[config.mk]
export PLATFORM = sky130hd
export DESIGN_NAME = hcd_top
export DESIGN_NICKNAME = d
export VERILOG_FILES = /design/src/core/hcd_pkg.sv /design/src/core/hcd_pwm_carrier.sv /design/src/core/hcd_res_tracker.sv /design/src/core/hcd_top.sv
export SDC_FILE = /design/constraint.sdc
export NUM_CORES = 1
export LEC_CHECK = 0
export BUFFER_PORTS_ARGS = -buffer_cell sky130_fd_sc_hd__buf_4
export CAP_MARGIN = 30
export CORE_MARGIN = 2
export CORE_UTILIZATION = 45
export CTS_BUF_LIST = sky130_fd_sc_hd__clkbuf_16
export DETAILED_ROUTE_END_ITERATION = 10
export MAX_ROUTING_LAYER = met4
export SLEW_MARGIN = 20
export SYNTH_ARGS = -nofsm -noshare
export SYNTH_HDL_FRONTEND = slang
export SYNTH_SLANG_ARGS = --single-unit
[constraint.sdc]
create_clock -name clock -period 8.75 [get_ports clock]
set_input_delay 1.3125 -clock clock [delete_from_list [all_inputs] [get_ports clock]]
set_output_delay 1.3125 -clock clock [all_outputs]
set_load 0.01 [all_outputs]
[src/core/hcd_pkg.sv]
`default_nettype none
package hcd_pkg;
   // clock rate
   localparam int CLK_HZ          = 100_000_000;
   localparam int CLK_MHZ         = 100;
   localparam int CLK_PERIOD_NS   = 10;

   // start-up latencies, typical, in microseconds
   localparam int START_GO_US     = 700;
   localparam int START_EN_US     = 1500;
   localparam int START_GO_CYC    = START_GO_US * CLK_MHZ;
   localparam int START_EN_CYC    = START_EN_US * CLK_MHZ;
   localparam int START_CNT_W     = 18;

   // output carrier, hertz
   localparam int PWM_MIN_HZ      = 19_500;
   localparam int PWM_TYP_HZ      = 20_500;
   localparam int PWM_MAX_HZ      = 21_500;
   localparam int CARRIER_CYC     = CLK_HZ / PWM_TYP_HZ;
   localparam int CARRIER_W       = 13;

   // resonant actuator band, hertz
   localparam int LRA_MIN_HZ      = 125;
   localparam int LRA_OL_HZ       = 200;
   localparam int RES_TIMEOUT_CYC = CLK_HZ / (2 * LRA_MIN_HZ);
   localparam int LRA_OL_HALF_CYC = CLK_HZ / (2 * LRA_OL_HZ);
   localparam int HALF_W          = 20;
   localparam int PERIOD_W        = HALF_W + 1;

   // drive levels
   localparam int LEVEL_W         = 8;
   localparam logic [LEVEL_W-1:0] LEVEL_FULL  = 8'hFF;
   localparam logic [LEVEL_W-1:0] BRAKE_FLOOR = 8'h08;

   // actuator type select encoding
   localparam logic ACT_ROTATING  = 1'b0;
   localparam logic ACT_RESONANT  = 1'b1;

   // input mode encoding
   localparam logic MODE_INTERNAL = 1'b0;
   localparam logic MODE_PWM_ANA  = 1'b1;

   typedef enum logic [1:0] {
      ST_IDLE  = 2'b00,
      ST_WAIT  = 2'b01,
      ST_DRIVE = 2'b10,
      ST_BRAKE = 2'b11
   } hcd_state_t;
endpackage
`default_nettype wire

[src/core/hcd_pwm_carrier.sv]
`default_nettype none
module hcd_pwm_carrier
   import hcd_pkg::*;
#(
   parameter int CARRIER = CARRIER_CYC
) (
   // clock and reset
   input  wire logic                clock,
   input  wire logic                rstn,
   // duty request
   input  wire logic [LEVEL_W-1:0]  duty,
   // carrier outputs
   output logic                     pwm_on,
   output logic [CARRIER_W-1:0]     carrier_cnt
);
   logic [CARRIER_W-1:0]            cnt_ff;
   logic [LEVEL_W+CARRIER_W-1:0]    prod;
   logic [CARRIER_W-1:0]            thresh;

   // free-running carrier counter
   always_ff @(posedge clock or negedge rstn) begin
      if (!rstn) begin
         cnt_ff <= '0;
      end else if (cnt_ff == CARRIER_W'(CARRIER - 1)) begin
         cnt_ff <= '0;
      end else begin
         cnt_ff <= cnt_ff + 1'b1;
      end
   end

   // duty scaled onto one carrier period, full level is always on
   always_comb begin
      prod   = duty * (LEVEL_W+CARRIER_W)'(CARRIER);
      thresh = prod[LEVEL_W+CARRIER_W-1:LEVEL_W];
      pwm_on = (duty == LEVEL_FULL) || (cnt_ff < thresh);
   end

   assign carrier_cnt = cnt_ff;

   carrier_range_a: assert property (@(posedge clock) disable iff (!rstn)
      (cnt_ff == CARRIER_W'(CARRIER - 1)) |=> (cnt_ff == '0) ##1 (cnt_ff == CARRIER_W'(1)))
      else $error("carrier counter did not wrap at its period");
endmodule // hcd_pwm_carrier
`default_nettype wire

[src/core/hcd_res_tracker.sv]
`default_nettype none
module hcd_res_tracker
   import hcd_pkg::*;
#(
   parameter int TIMEOUT = RES_TIMEOUT_CYC
) (
   // clock and reset
   input  wire logic                clock,
   input  wire logic                rstn,
   // control and feedback
   input  wire logic                run,
   input  wire logic                bemf_cross,
   // tracking results
   output logic                     locked,
   output logic                     phase,
   output logic [PERIOD_W-1:0]      period
);
   logic [HALF_W-1:0]               half_cnt_ff;
   logic                            locked_ff;
   logic                            phase_ff;
   logic [PERIOD_W-1:0]             period_ff;
   logic                            timeout;

   assign timeout = (half_cnt_ff == HALF_W'(TIMEOUT));

   // half-cycle timer, restarted by every back-emf crossing; the crossing cycle counts as the first
   always_ff @(posedge clock or negedge rstn) begin
      if (!rstn) begin
         half_cnt_ff <= '0;
      end else if (!run || bemf_cross) begin
         half_cnt_ff <= HALF_W'(1);
      end else if (!timeout) begin
         half_cnt_ff <= half_cnt_ff + 1'b1;
      end
   end

   // lock after the first half cycle, lost when crossings stop
   always_ff @(posedge clock or negedge rstn) begin
      if (!rstn) begin
         locked_ff <= 1'b0;
      end else if (!run || timeout) begin
         locked_ff <= 1'b0;
      end else if (bemf_cross) begin
         locked_ff <= 1'b1;
      end
   end

   // drive phase follows the actuator's own crossings
   always_ff @(posedge clock or negedge rstn) begin
      if (!rstn) begin
         phase_ff <= 1'b1;
      end else if (!run) begin
         phase_ff <= 1'b1;
      end else if (bemf_cross) begin
         phase_ff <= ~phase_ff;
      end
   end

   // period measured on every crossing while run is high, held otherwise
   always_ff @(posedge clock or negedge rstn) begin
      if (!rstn) begin
         period_ff <= '0;
      end else if (run && bemf_cross) begin
         period_ff <= {half_cnt_ff, 1'b0};
      end
   end

   assign locked = locked_ff;
   assign phase  = phase_ff;
   assign period = period_ff;

   lock_half_a: assert property (@(posedge clock) disable iff (!rstn)
      (run && bemf_cross && !timeout) |=> locked_ff)
      else $error("no lock after first half cycle");
   period_update_a: assert property (@(posedge clock) disable iff (!rstn)
      (run && bemf_cross) |=> (period_ff == {$past(half_cnt_ff), 1'b0}))
      else $error("period not updated from measured half cycle");
   phase_follow_a: assert property (@(posedge clock) disable iff (!rstn)
      (run && bemf_cross) ##1 run |-> (phase_ff != $past(phase_ff)))
      else $error("drive phase did not follow crossing");
   bemf_loss_a: assert property (@(posedge clock) disable iff (!rstn)
      (run && timeout && !bemf_cross) |=> !locked_ff)
      else $error("lock held without back-emf crossings");
endmodule // hcd_res_tracker
`default_nettype wire

[src/core/hcd_top.sv]
// Contract
// - host sets actuator type first; drive and feedback follow that selection.
// - resonance lock is reached half a resonance cycle after drive starts.
// - drive frequency follows resonance drift on every cycle.
// - tracking comes from live back-emf crossings, never a stored frequency.
// - resonance engine needs no calibration; level calibration leaves it alone.
// - measured resonance period is readable and updated live while tracking.
// - drive starts about 0.7 ms after launch bit or external cue.
// - in pwm or analog mode drive starts about 1.5 ms after enable.
// - open-loop drive uses an internal carrier between 19.5 and 21.5 kHz.
// - closed loop adds overdrive and braking automatically from feedback.
`default_nettype none
module hcd_top
   import hcd_pkg::*;
#(
   parameter int GO_LATENCY  = START_GO_CYC,
   parameter int EN_LATENCY  = START_EN_CYC,
   parameter int CARRIER     = CARRIER_CYC,
   parameter int RES_TIMEOUT = RES_TIMEOUT_CYC,
   parameter int OL_HALF     = LRA_OL_HALF_CYC
) (
   // clock and reset
   input  wire logic                clock,
   input  wire logic                rstn,
   // host configuration levels
   input  wire logic                actuator_type_select,
   input  wire logic                input_mode,
   input  wire logic                closed_loop_en,
   input  wire logic                level_cal_active,
   // launch controls
   input  wire logic                launch_go,
   input  wire logic                external_cue_pin,
   input  wire logic                chip_enable,
   // drive level and actuator feedback
   input  wire logic [LEVEL_W-1:0]  drive_level,
   input  wire logic [LEVEL_W-1:0]  bemf_level,
   input  wire logic                bemf_cross,
   // bridge outputs
   output logic                     out_pos_ff,
   output logic                     out_neg_ff,
   // status
   output logic                     drive_active_ff,
   output logic                     braking_ff,
   output logic                     res_locked_ff,
   output logic [PERIOD_W-1:0]      res_period_ff
);
   hcd_state_t                      state_ff;
   hcd_state_t                      nxt_state;
   logic [START_CNT_W-1:0]          wait_cnt_ff;
   logic [START_CNT_W-1:0]          wait_target_ff;
   logic                            cue_prev_ff;
   logic                            en_prev_ff;
   logic [HALF_W-1:0]               ol_cnt_ff;
   logic                            ol_phase_ff;
   logic                            lra_sel;
   logic                            start_go;
   logic                            start_en;
   logic                            stop_req;
   logic                            fb_high;
   logic                            trk_run;
   logic                            trk_locked;
   logic                            trk_phase;
   logic [PERIOD_W-1:0]             trk_period;
   logic [LEVEL_W+1:0]              cl_sum;
   logic [LEVEL_W-1:0]              duty;
   logic                            pwm_on;
   logic                            polarity;
   logic                            bridge_on;

   assign lra_sel = (actuator_type_select == ACT_RESONANT);

   // launch sources; level calibration is not an input to tracking
   assign start_go = (input_mode == MODE_INTERNAL)
                     && (launch_go || (external_cue_pin && !cue_prev_ff));
   assign start_en = (input_mode == MODE_PWM_ANA) && chip_enable && !en_prev_ff;
   assign stop_req = (input_mode == MODE_INTERNAL) ? (drive_level == '0) : !chip_enable;
   assign fb_high  = closed_loop_en && (bemf_level > BRAKE_FLOOR);
   assign trk_run  = (state_ff == ST_DRIVE) && lra_sel && closed_loop_en;

   // edge memory for cue pin and enable
   always_ff @(posedge clock or negedge rstn) begin
      if (!rstn) begin
         cue_prev_ff <= 1'b0;
         en_prev_ff  <= 1'b0;
      end else begin
         cue_prev_ff <= external_cue_pin;
         en_prev_ff  <= chip_enable;
      end
   end

   // drive sequencing
   always_comb begin
      nxt_state = state_ff;
      unique case (state_ff)
         ST_IDLE: begin
            if (start_go || start_en) begin
               nxt_state = ST_WAIT;
            end
         end
         ST_WAIT: begin
            if ((input_mode == MODE_PWM_ANA) && !chip_enable) begin
               nxt_state = ST_IDLE;
            end else if (wait_cnt_ff == wait_target_ff) begin
               nxt_state = ST_DRIVE;
            end
         end
         ST_DRIVE: begin
            if (stop_req) begin
               nxt_state = fb_high ? ST_BRAKE : ST_IDLE;
            end
         end
         ST_BRAKE: begin
            if (!fb_high) begin
               nxt_state = ST_IDLE;
            end
         end
      endcase
   end

   always_ff @(posedge clock or negedge rstn) begin
      if (!rstn) begin
         state_ff <= ST_IDLE;
      end else begin
         state_ff <= nxt_state;
      end
   end

   // sequencing checks
   brake_release_a: assert property (@(posedge clock) disable iff (!rstn)
      (state_ff == ST_BRAKE && !fb_high) |=> (state_ff == ST_IDLE))
      else $error("brake held after feedback settled");
   enable_abort_a: assert property (@(posedge clock) disable iff (!rstn)
      (state_ff == ST_WAIT && input_mode == MODE_PWM_ANA && !chip_enable) |=> (state_ff == ST_IDLE))
      else $error("start not aborted when enable dropped");
   drive_hold_a: assert property (@(posedge clock) disable iff (!rstn)
      (state_ff == ST_DRIVE && !stop_req) |=> (state_ff == ST_DRIVE))
      else $error("drive left without a stop request");

   // start-up latency counter, target picked by launch source
   always_ff @(posedge clock or negedge rstn) begin
      if (!rstn) begin
         wait_cnt_ff    <= '0;
         wait_target_ff <= '0;
      end else if (state_ff == ST_IDLE) begin
         wait_cnt_ff    <= '0;
         wait_target_ff <= start_en ? START_CNT_W'(EN_LATENCY - 1)
                                    : START_CNT_W'(GO_LATENCY - 1);
      end else if (state_ff == ST_WAIT) begin
         wait_cnt_ff <= wait_cnt_ff + 1'b1;
      end
   end

   // fixed commutation for resonant actuator without feedback
   always_ff @(posedge clock or negedge rstn) begin
      if (!rstn) begin
         ol_cnt_ff   <= '0;
         ol_phase_ff <= 1'b1;
      end else if (state_ff != ST_DRIVE) begin
         ol_cnt_ff   <= '0;
         ol_phase_ff <= 1'b1;
      end else if (ol_cnt_ff == HALF_W'(OL_HALF - 1)) begin
         ol_cnt_ff   <= '0;
         ol_phase_ff <= ~ol_phase_ff;
      end else begin
         ol_cnt_ff <= ol_cnt_ff + 1'b1;
      end
   end

   // open-loop commutation check
   open_commute_a: assert property (@(posedge clock) disable iff (!rstn)
      (state_ff == ST_DRIVE && ol_cnt_ff == HALF_W'(OL_HALF - 1)) |=> (ol_phase_ff != $past(ol_phase_ff)))
      else $error("open-loop drive did not commutate");

   // closed loop: twice the request minus feedback, clamped (overdrive)
   always_comb begin
      cl_sum = {2'b00, drive_level} + {2'b00, drive_level} - {2'b00, bemf_level};
      if (state_ff == ST_BRAKE) begin
         duty = LEVEL_FULL;
      end else if (!closed_loop_en) begin
         duty = drive_level;
      end else if (cl_sum[LEVEL_W+1]) begin
         duty = '0;
      end else if (cl_sum[LEVEL_W]) begin
         duty = LEVEL_FULL;
      end else begin
         duty = cl_sum[LEVEL_W-1:0];
      end
   end

   // duty checks
   open_duty_a: assert property (@(posedge clock) disable iff (!rstn)
      (state_ff == ST_DRIVE && !closed_loop_en) |-> (duty == drive_level))
      else $error("open-loop duty differs from request");
   brake_duty_a: assert property (@(posedge clock) disable iff (!rstn)
      (state_ff == ST_BRAKE) |-> (duty == LEVEL_FULL))
      else $error("brake not applied at full level");

   // bridge polarity per actuator type, reversed while braking
   always_comb begin
      if (!lra_sel) begin
         polarity = 1'b1;
      end else if (closed_loop_en) begin
         polarity = trk_phase;
      end else begin
         polarity = ol_phase_ff;
      end
      if (state_ff == ST_BRAKE) begin
         polarity = ~polarity;
      end
   end

   // polarity check
   brake_reverse_a: assert property (@(posedge clock) disable iff (!rstn)
      (state_ff == ST_BRAKE && !lra_sel) |-> !polarity)
      else $error("rotating motor not reversed for brake");

   hcd_pwm_carrier #(
      .CARRIER     (CARRIER)
   ) u_carrier (
      .clock       (clock),
      .rstn        (rstn),
      .duty        (duty),
      .pwm_on      (pwm_on),
      .carrier_cnt ()
   );

   hcd_res_tracker #(
      .TIMEOUT     (RES_TIMEOUT)
   ) u_tracker (
      .clock       (clock),
      .rstn        (rstn),
      .run         (trk_run),
      .bemf_cross  (bemf_cross),
      .locked      (trk_locked),
      .phase       (trk_phase),
      .period      (trk_period)
   );

   // bridge may only switch while driving or braking
   assign bridge_on = (state_ff == ST_DRIVE) || (state_ff == ST_BRAKE);

   // registered bridge outputs
   always_ff @(posedge clock or negedge rstn) begin
      if (!rstn) begin
         out_pos_ff <= 1'b0;
         out_neg_ff <= 1'b0;
      end else begin
         out_pos_ff <= bridge_on && pwm_on && polarity;
         out_neg_ff <= bridge_on && pwm_on && !polarity;
      end
   end

   // bridge checks
   bridge_exclusive_a: assert property (@(posedge clock) disable iff (!rstn)
      !(out_pos_ff && out_neg_ff))
      else $error("both bridge sides driven");
   idle_quiet_a: assert property (@(posedge clock) disable iff (!rstn)
      (state_ff == ST_IDLE || state_ff == ST_WAIT) |=> (!out_pos_ff && !out_neg_ff))
      else $error("bridge driven before drive state");

   // registered status; the period has no write path at all
   always_ff @(posedge clock or negedge rstn) begin
      if (!rstn) begin
         drive_active_ff <= 1'b0;
         braking_ff      <= 1'b0;
         res_locked_ff   <= 1'b0;
         res_period_ff   <= '0;
      end else begin
         drive_active_ff <= (state_ff == ST_DRIVE);
         braking_ff      <= (state_ff == ST_BRAKE);
         res_locked_ff   <= trk_locked;
         res_period_ff   <= trk_period;
      end
   end

   rotating_polarity_a: assert property (@(posedge clock) disable iff (!rstn)
      (state_ff == ST_DRIVE && !lra_sel) |=> !out_neg_ff)
      else $error("rotating motor driven in reverse");
   go_latency_a: assert property (@(posedge clock) disable iff (!rstn)
      (state_ff == ST_IDLE && start_go && !start_en) |=>
         (wait_target_ff == START_CNT_W'(GO_LATENCY - 1)) && (state_ff == ST_WAIT))
      else $error("launch latency target wrong");
   en_latency_a: assert property (@(posedge clock) disable iff (!rstn)
      (state_ff == ST_IDLE && start_en) |=>
         (wait_target_ff == START_CNT_W'(EN_LATENCY - 1)) && (state_ff == ST_WAIT))
      else $error("enable latency target wrong");
   wait_done_a: assert property (@(posedge clock) disable iff (!rstn)
      (state_ff == ST_WAIT && wait_cnt_ff != wait_target_ff) |=> (state_ff != ST_DRIVE))
      else $error("drive began before latency elapsed");
   auto_brake_a: assert property (@(posedge clock) disable iff (!rstn)
      (state_ff == ST_DRIVE && stop_req && fb_high) |=> (state_ff == ST_BRAKE) ##1 braking_ff)
      else $error("no automatic brake at end of effect");
   overdrive_a: assert property (@(posedge clock) disable iff (!rstn)
      (state_ff == ST_DRIVE && closed_loop_en && bemf_level == '0 && drive_level[LEVEL_W-1])
         |-> (duty == LEVEL_FULL))
      else $error("no overdrive at start-up");
   period_hold_a: assert property (@(posedge clock) disable iff (!rstn)
      $stable(trk_period) |=> (res_period_ff == $past(trk_period)))
      else $error("reported period differs from tracker");
endmodule // hcd_top
`default_nettype wire

* After elaboration in Yosys (flattened, before gate mapping)
Index checks and enable logic that the tools add are counted.
Operators by class: $add $sub $neg 6, bitwise operators 4, $lt $le $gt $ge 2, reductions and logical operators 29, mux-type cells 29, multipliers 1, eq/ne operators 15
Operator list (number):
- 20-bit 2-to-1 mux | 4
- 18-bit 2-to-1 mux | 3
- 20-bit by 1-bit adder with 20-bit output, second input constant | 2
- 8-bit 2-to-1 mux | 4
- 20-bit by 18-bit == test with 1-bit output, second input constant | 1
- 20-bit by 19-bit == test with 1-bit output, second input constant | 1
- 8-bit by 12-bit multiplier with 20-bit output, second input constant | 1
- 18-bit by 1-bit adder with 18-bit output, second input constant | 1
- 18-bit == test | 1
- 13-bit by 1-bit adder with 13-bit output, second input constant | 1
- 13-bit == test, second input constant | 1
- 13-bit < comparator | 1
- 13-bit 2-to-1 mux | 1
- 1-bit logical AND | 12
- 2-bit 2-to-1 mux | 6
- 2-bit != test, second input constant | 6
- 1-bit 2-to-1 mux | 10
- 9-bit by 8-bit subtractor with 10-bit output | 1
- 8-bit by 8-bit adder with 9-bit output | 1
- 8-bit == test, second input constant | 1
- 8-bit by 4-bit > comparator with 1-bit output, second input constant | 1
- 8-bit logical NOT | 1
- 2-bit one-hot mux with 4 select lines | 1
- 1-bit logical OR | 6
- 8 further kinds | 18
Word-level totals: input bits 26, output and inout bits 26, logic and storage cells 104, bits in registers 141

* Depth between registers and ports, before layout
Gate-level depths: netlist of run 1.
depth after elaboration 11, mapped depth 28, mapped depth without buffers 28

* Cells and area by module
From an unflattened synthesis of run 1, not the netlist that was laid out.
Second synthesis, totals: cell total of the unflattened synthesis 827, area, all modules 7963.9 µm²
Modules (own cells, without submodules):
- hcd_top | cells each 384, times used 1, area each 3621.0 µm², seq. area each 1803.0 µm²
- hcd_pwm_carrier | cells each 267, times used 1, area each 2427.3 µm², seq. area each 325.3 µm²
- hcd_res_tracker | cells each 176, times used 1, area each 1915.6 µm², seq. area each 1052.3 µm²

* Least setup slack after synthesis of run 1
Ideal clock, no wire load.
path type input -> register, start point in bemf_level[0], end point reg out_neg_ff, slack 1743 ps, library setup time 88 ps, stages on the path 27, required time 8662 ps, arrival 6919 ps, path buffers 0, cell sequence inv_1 -> fa_1 -> a211oi_1 -> o21ai_0 -> a31oi_1 -> xor2_1 -> o21a_4 -> a211o_2 -> fa_1 -> ha_1 -> inv_1 -> fa_1 -> inv_1 -> fa_1 -> ha_1 -> a21o_1 -> a21o_1 -> a31o_2 -> a31oi_1 -> xor2_1 -> ha_1 -> a21o_1 -> a21o_1 -> a21o_1 -> a2bb2oi_1 -> o31ai_1 -> nor3b_1
Between the ends: cells in the longest elaborated chain, start to end 10
RTL lines:
- from (decl) | RTL line hcd_top.sv:36 | input wire logic [LEVEL_W-1:0] bemf_level,
- 9-bit by 8-bit subtractor with 10-bit output (*) | RTL line hcd_top.sv:176 | cl_sum = {2'b00, drive_level} + {2'b00, drive_level} - {2'b00, bemf_level};
- 8-bit 2-to-1 mux | RTL line hcd_top.sv:183 | end else if (cl_sum[LEVEL_W]) begin
- 8-bit 2-to-1 mux (*) | RTL line hcd_top.sv:181 | end else if (cl_sum[LEVEL_W+1]) begin
- 8-bit 2-to-1 mux (*) | RTL line hcd_top.sv:179 | end else if (!closed_loop_en) begin
- 8-bit 2-to-1 mux (*) | RTL line hcd_top.sv:177 | if (state_ff == ST_BRAKE) begin
- 8-bit by 12-bit multiplier with 20-bit output | RTL line hcd_pwm_carrier.sv:33 | prod = duty * (LEVEL_W+CARRIER_W)'(CARRIER);
- 13-bit < comparator | RTL line hcd_pwm_carrier.sv:35 | pwm_on = (duty == LEVEL_FULL) || (cnt_ff < thresh);
- 1-bit logical OR (*) | RTL line hcd_pwm_carrier.sv:35
- 1-bit logical AND (*) (2 in a row) | RTL line hcd_top.sv:249 | out_neg_ff <= bridge_on && pwm_on && !polarity;
- to (signal assigned) | RTL line hcd_top.sv:249
- to (decl) | RTL line hcd_top.sv:40 | output logic out_neg_ff,
Every way passes the cells marked *; elsewhere a longest branch is shown, timed or not. A chain may end at the register's enable or synchronous reset.

* Worst setup path in the final report of run 1
start point in drive_level[0], end point reg out_pos_ff
Between the ends: cells in the longest elaborated chain, start to end 11
RTL lines:
- from (decl) | RTL line hcd_top.sv:35 | input wire logic [LEVEL_W-1:0] drive_level,
- 8-bit by 8-bit adder with 9-bit output | RTL line hcd_top.sv:176
- 9-bit by 8-bit subtractor with 10-bit output | RTL line hcd_top.sv:176
- 8-bit 2-to-1 mux | RTL line hcd_top.sv:183
- 8-bit 2-to-1 mux | RTL line hcd_top.sv:181
- 8-bit 2-to-1 mux (*) | RTL line hcd_top.sv:179
- 8-bit 2-to-1 mux (*) | RTL line hcd_top.sv:177
- 8-bit by 12-bit multiplier with 20-bit output | RTL line hcd_pwm_carrier.sv:33
- 13-bit < comparator | RTL line hcd_pwm_carrier.sv:35
- 1-bit logical OR (*) | RTL line hcd_pwm_carrier.sv:35
- 1-bit logical AND (*) (2 in a row) | RTL line hcd_top.sv:248 | out_pos_ff <= bridge_on && pwm_on && polarity;
- to (signal assigned) | RTL line hcd_top.sv:248
- to (decl) | RTL line hcd_top.sv:39 | output logic out_pos_ff,
Marked as above.

==> summary.txt, run 1 <==
Status = finished clean
Reg2Reg Launch Point = state_ff[1]$_DFFE_PN0P_
Vias/cell = 5.35
Pleak = 0.00424 µW
FFs w/ async S/R, synth = 1.00
H-tree depth = 4
Die height = 134 µm
Worst-Margin Slew = 0.804 ns
Worst IR Drop VDD = 0.300 mV
Routed Wire Length = 15400 µm
Largest fanout on the critical path = 5
Reg-to-reg setup timing slack = 2.43 ns
Rows = 47
First-pass GRT wire length = 27000 µm
Commonest non-fill, non-tap cell in the layout = dfrtp_1
Fmax = 0.130 GHz
Cell Area, Synth = 7560 µm²
CTS buffer count = 17
Share of the yosys chip area belonging to registers = 0.418
Clock latency on the worst-skew pair = 0.42 ns
Total grt overflow = 0
Dpl hpwl = 11300 µm
Crit path capture type = flop
Syn Area/Cell = 10.5 µm²
Layout cell share with drive strength beyond 1 = 0.164
Nets@finish = 899
Resized Gates After CTS = 0
Netlist cell types = 68
Die span in x = 134 µm
Post-synth EDFFs = 0
Clock sink total = 126
Vias in the first global route = 5637
RSZ-0062 raised after global routing = false
Placed instance area = 8140 µm²
Port-buffer cells = 49
Clk buf depth = 2
Post-CTS Setup Repair Bufs = 0
Diodes inserted = 0
Starting DRC count in detailed routing = 193
Hold path start = u_tracker.period[13]$_DFFE_PN0P_
Final hold violations = 0
Worst min path class = reg -> reg
Sum of negative setup slack = 0 ns
Period utilization = 0.882
Top-level port count = 52
Most frequent cells in the layout = 124 x dfrtp_1, 78 x ha_1, 77 x nor2_1
Synth warnings = 0
Mapped Nets = 839
Slew Viols, Final = 0
Root Buffer = clkbuf_16
Routed via count = 5429
Worst setup path startpoint = drive_level[0]
WL per Instance = 15.2 µm
Clock transition at path regs = 0.06 ns
Count of final setup violators = 0
Ys flop type = dfrtp_1
CP Launch Type = primary input
Final GP Congestion = 0.872
Hold_buf cts = 0
Starting density of the core = 0.457
Antenna-violating nets left = 0
Drt pass-1 iters = 4
TritonCTS clock tree = yes
Core footprint = 16500 µm²
Final Skew = 0.00699 ns
Min Tclk post-route = 7.72 ns
DRC Markers = 0
Req. time, crit path = 9.02 ns
P&R area growth vs syn = 15.8%
Mapped Cells = 722
Relative slew slack = 0.464
CP arrival = 7.99 ns
Synthesized flop and latch total = 126
Die ar. = 17800 µm²
Pin count of the biggest net entering global routing = 77
Pwr/cell area = 371 nW/µm²
Initial antenna violation count = 0
Max capacitance violation total = 0
Design Area, Final = 8750 µm²
Gr usage total = 0.193
Critical path class = in -> reg
==> synthesized netlist by cell type, types with 5 or more instances <==
master,count,area (µm²)
mux2_2,20,225
and3_1,15,93.8
ha_1,78,976
nand4_1,18,113
dfrtp_1,124,3100
nor3_1,9,45.0
o21ai_0,23,115
nor2_1,77,289
nand3_1,28,140
and4_1,7,61.3
xor2_1,44,385
a211oi_1,5,37.5
nand2b_1,7,43.8
nand2_1,41,154
or3_1,9,56.3
clkbuf_1,6,22.5
fa_1,13,260
a21o_1,12,90.1
xnor2_1,30,263
inv_1,45,169
a21oi_1,23,115
or4_1,5,37.5
==> worst max-delay path: stages <==
cell      delay (ns)
buf_4           0.13
fa_1            0.48
a211oi_1        0.31
o21ai_0         0.17
a31oi_1         0.23
xor2_1          0.12
o21ai_0         0.35
nand2_1         0.29
fa_1            0.59
ha_1            0.14
inv_1           0.05
fa_1            0.38
inv_1           0.09
fa_1            0.42
ha_1            0.35
a21o_1          0.19
a21o_1          0.20
a22oi_2         0.18
nand3_1         0.13
a31oi_1         0.27
xnor2_1         0.10
ha_1            0.30
nand4_1         0.15
nor3_1          0.35
o311ai_0        0.20
o31ai_1         0.37
nor2_1          0.13
==> final timing paths <==
check                                                             end  depth (start not counted)
worst max-delay path                             out_pos_ff$_DFF_PN0_                         27
worst min-delay path                      res_period_ff[13]$_DFF_PN0_                          0
worst max register to register                   out_pos_ff$_DFF_PN0_                         23
worst min register to register            res_period_ff[13]$_DFF_PN0_                          0
max in group asynchronous       u_tracker.half_cnt_ff[15]$_DFFE_PN0P_                          3
min in group asynchronous                 wait_cnt_ff[11]$_DFFE_PN0P_                          1
==> per-layer routing <==
metal  vias up  GRT usage  share of wire
met1      2671      0.247           0.48
li1       2671          -              -
met2        69      0.309           0.48
met5         -          -              0
met4         0     0.0526          0.013
met3        18     0.0457          0.029
==> cell type report <==
class	count	area, µm²
Timing Repair Buffer	53	422
Tap cell	220	275
Inverter	46	173
Fill cell	1467	7780
Clock inverter	14	145
Clock buffer	17	425
Multi-Input combinational cell	538	4150
Sequential cell	126	3160
==> logic make-up after synthesis <==
family / count (synthesis) / synth area share
muxes: 23 / 0.0338
xor gates and xnor gates: 74 / 0.0858
and+or+nand+nor: 246 / 0.171
DFF: 126 / 0.418
other: 1 / 0.000496
buffers and inverters: 58 / 0.0330
adders and majority gates: 91 / 0.164
AOI/OAI and AO/OA: 103 / 0.0950
==> per-stage QoR <==
step	std cells	hold WS [ns]	setup WS (ns)	power (µW)	utilization
detailed placement	981	0.359	0.704	2560	0.492
global placement	981	0.356	0.731	2490	0.492
global route	1014	0.387	0.599	3590	0.529
CTS	1012	0.372	1.10	3270	0.527
finish	1014	0.369	1.03	3240	0.529
floorplan	722	0.349	1.74	2130	-
==> registers in the layout, summed over array words and instances, names as in the netlist <==
signal and flops:
ol_cnt_ff 20, res_period_ff 20, u_tracker.half_cnt_ff 20, u_tracker.period 20, wait_cnt_ff 18, u_carrier.carrier_cnt 13, wait_target_ff 3, state_ff 2
braking_ff 1, cue_prev_ff 1, drive_active_ff 1, en_prev_ff 1, ol_phase_ff 1, out_neg_ff 1, out_pos_ff 1, res_locked_ff 1
u_tracker.locked 1, u_tracker.phase 1
==> power breakdown <==
group	total, µW	leakage, µW	internal [µW]	switching [µW]
registers	651	0.00171	615	36.1
clock network	683	0.000275	417	266
logic	1910	0.00226	844	1060
total	3240	0.00424	1880	1370
(Power assumes the default switching activity.)
==> run 2, diff against run 1 <==
--- a/config.mk
+++ b/config.mk
@@ -5,6 +5,7 @@
 export SDC_FILE = /design/constraint.sdc
 export NUM_CORES = 1
 export LEC_CHECK = 0
+export ABC_AREA = 1
 export BUFFER_PORTS_ARGS = -buffer_cell sky130_fd_sc_hd__buf_4
 export CAP_MARGIN = 30
 export CORE_MARGIN = 2
==> summary.txt, run 2 <==
Post-synth EDFFs = 0
Sum of negative setup slack = 0 ns
Root Buffer = clkbuf_16
Worst IR Drop VDD = 0.227 mV
Placed instance area = 8560 µm²
Die ar. = 18800 µm²
Final hold violations = 0
Final GP Congestion = 0.866
Pwr/cell area = 348 nW/µm²
Relative slew slack = 0.522
Routed Wire Length = 17000 µm
Pin count of the biggest net entering global routing = 75
Vias/cell = 5.06
Critical Path Max Stage Delay = 0.57 ns
Clock latency on the worst-skew pair = 0.42 ns
Synth area leaders = dfrtp_1 39%, ha_1 12%, nand2_1 7.9%
Synth warnings = 0
CP arrival = 7.39 ns
DRC Markers = 0
First-pass GRT wire length = 29300 µm
Top-level port count = 52
Diodes inserted = 0
Antenna-violating nets left = 0
Netlist cell types = 48
Worst min path class = reg -> reg
Commonest non-fill, non-tap cell in the layout = nand2_1
Max capacitance violation total = 0
Leading area contributor after synthesis = dfrtp_1
Crit path top cell by count = nand2_1
P&R area growth vs syn = 15.6%
Top-count cell post-synth = nand2_1
Starting DRC count in detailed routing = 284
Worst-Margin Slew = 0.714 ns
WL per Instance = 13.5 µm
Die span in x = 137 µm
Nets@finish = 1141
Pleak = 0.00449 µW
Count of final setup violators = 0
Share of the yosys chip area belonging to registers = 0.397
Cell Area, Synth = 7960 µm²
FFs w/ async S/R, synth = 1.00
H-tree depth = 4
Crit path capture type = flop
Clk buf depth = 2
Gr usage total = 0.201
RSZ-0062 raised after global routing = false
Synth top area share = 0.390
Port-buffer cells = 49
CP Launch Type = primary input
Layout cell share with drive strength beyond 1 = 0.109
CTS buffer count = 17
Final Skew = 0.0150 ns
Setup ws final = 1.70 ns
Mapped Nets = 1081
TritonCTS clock tree = yes
Clock sink total = 126
Dpl ws = 1.28 ns
Filler Cell Count = 1656
Core footprint = 17300 µm²
Syn Area/Cell = 8.25 µm²
Vias in the first global route = 6206
Slowest-stage cell, CP = fa_1
Rows = 48
Status = finished clean
Mapped Cells = 964
Starting density of the core = 0.460
Largest fanout on the critical path = 8
Total grt overflow = 0
Dpl hpwl = 12800 µm
Req. time, crit path = 9.08 ns
Die height = 137 µm
Resized Gates After CTS = 0
Slew Viols, Final = 0
Fmax = 0.142 GHz
Initial antenna violation count = 0
Period utilization = 0.806
Synth cell count leaders = 167 x nand2_1, 148 x inv_1, 124 x dfrtp_1
Ys flop type = dfrtp_1
Routed via count = 6389
Hold_buf cts = 0
Design Area, Final = 9200 µm²
Most frequent cells in the layout = 167 x nand2_1, 149 x inv_1, 124 x dfrtp_1
Clock transition at path regs = 0.06 ns
Drt pass-1 iters = 6
Synthesized flop and latch total = 126
Critical path class = in -> reg
Post-CTS Setup Repair Bufs = 0
Min Tclk post-route = 7.05 ns
[run 2: cell count changes in the layout (fill, tap and decap cells not counted), sizes merged, moves of 9 or more]
| cell | delta |
|---|---|
| a21o | -10 |
| a21oi | +44 |
| and3 | -13 |
| inv | +113 |
| mux2 | -17 |
| nand2 | +127 |
| nand3 | +18 |
| nor3 | +28 |
| nor4 | +11 |
| o21ai | +36 |
| or3 | -9 |
| xnor2 | -24 |
| xor2 | -20 |
[run 2: cell families (layout without fill, tap and decap cells)]
| kind of cell | Yosys count | in the layout | share of synthesized area |
|---|---|---|---|
| simple gates | 390 | 390 | 0.220 |
| buf+inv | 165 | 238 | 0.0811 |
| compound gates | 158 | 158 | 0.109 |
| flops | 126 | 126 | 0.397 |
| fa+ha+maj | 91 | 91 | 0.155 |
| xor+xnor | 30 | 30 | 0.0340 |
| mux | 3 | 3 | 0.00424 |
| other cells | 1 | 1 | 0.000471 |
[run 2: power breakdown]
group          total, µW  internal, µW  switching, µW  leakage (µW)
clock network        757           482            276      0.000312
registers            671           634           36.6       0.00170
logic               1780           709           1070       0.00248
total               3200          1820           1380       0.00449
[run 2: critical path: cells and delay by family]
family          cells  cell delay, ns
compound gates      6            1.36
buf+inv             1            0.12
fa+ha+maj           7            2.63
xor+xnor            2            0.55
simple gates       13            1.39
[run 2: final timing paths]
path                                                       start                                 end  slack [ns]  cells after the start
min in group asynchronous                                   rstn              ol_cnt_ff[9]$_DFF_PN0_        0.92                      1
max in group asynchronous                                   rstn  u_carrier.carrier_cnt[9]$_DFF_PN0_        6.70                      2
worst max-delay path                              drive_level[1]                out_neg_ff$_DFF_PN0_        1.70                     29
worst min-delay path            u_tracker.period[19]$_DFFE_PN0P_         res_period_ff[19]$_DFF_PN0_        0.37                      0
worst min register to register  u_tracker.period[19]$_DFFE_PN0P_         res_period_ff[19]$_DFF_PN0_        0.37                      0
worst max register to register           state_ff[1]$_DFFE_PN0P_                out_neg_ff$_DFF_PN0_        3.04                     23
[run 2: through the flow]
stage                     instances  total power [µW]  utilization  hold WS (ns)
final                          1262              3200        0.532         0.369
after global routing           1262              3570        0.532         0.382
after CTS                      1262              3240        0.532         0.371
after detailed placement       1230              2460        0.495         0.357
after global placement         1230              2440        0.495         0.350
after floorplan                 964              2060            -         0.349
[run 2: final cells by class]
class                      instances  area [µm²]  area share
clock buffer                      17         425      0.0463
clock inverter                    15         209      0.0227
inverter                         156         591      0.0642
multi-input combinational        673        4160       0.452
sequential                       126        3160       0.343
tap                              225         282      0.0306
timing repair buffer              50         379      0.0412
[run 2: per-layer routing]
layer | vias up | global-route usage | wire [µm]
li1 | 3329 | - | -
met1 | 2985 | 0.273 | 8330
met2 | 60 | 0.314 | 8010
met3 | 15 | 0.0359 | 445
met4 | 0 | 0.0498 | 220
met5 | - | - | 0
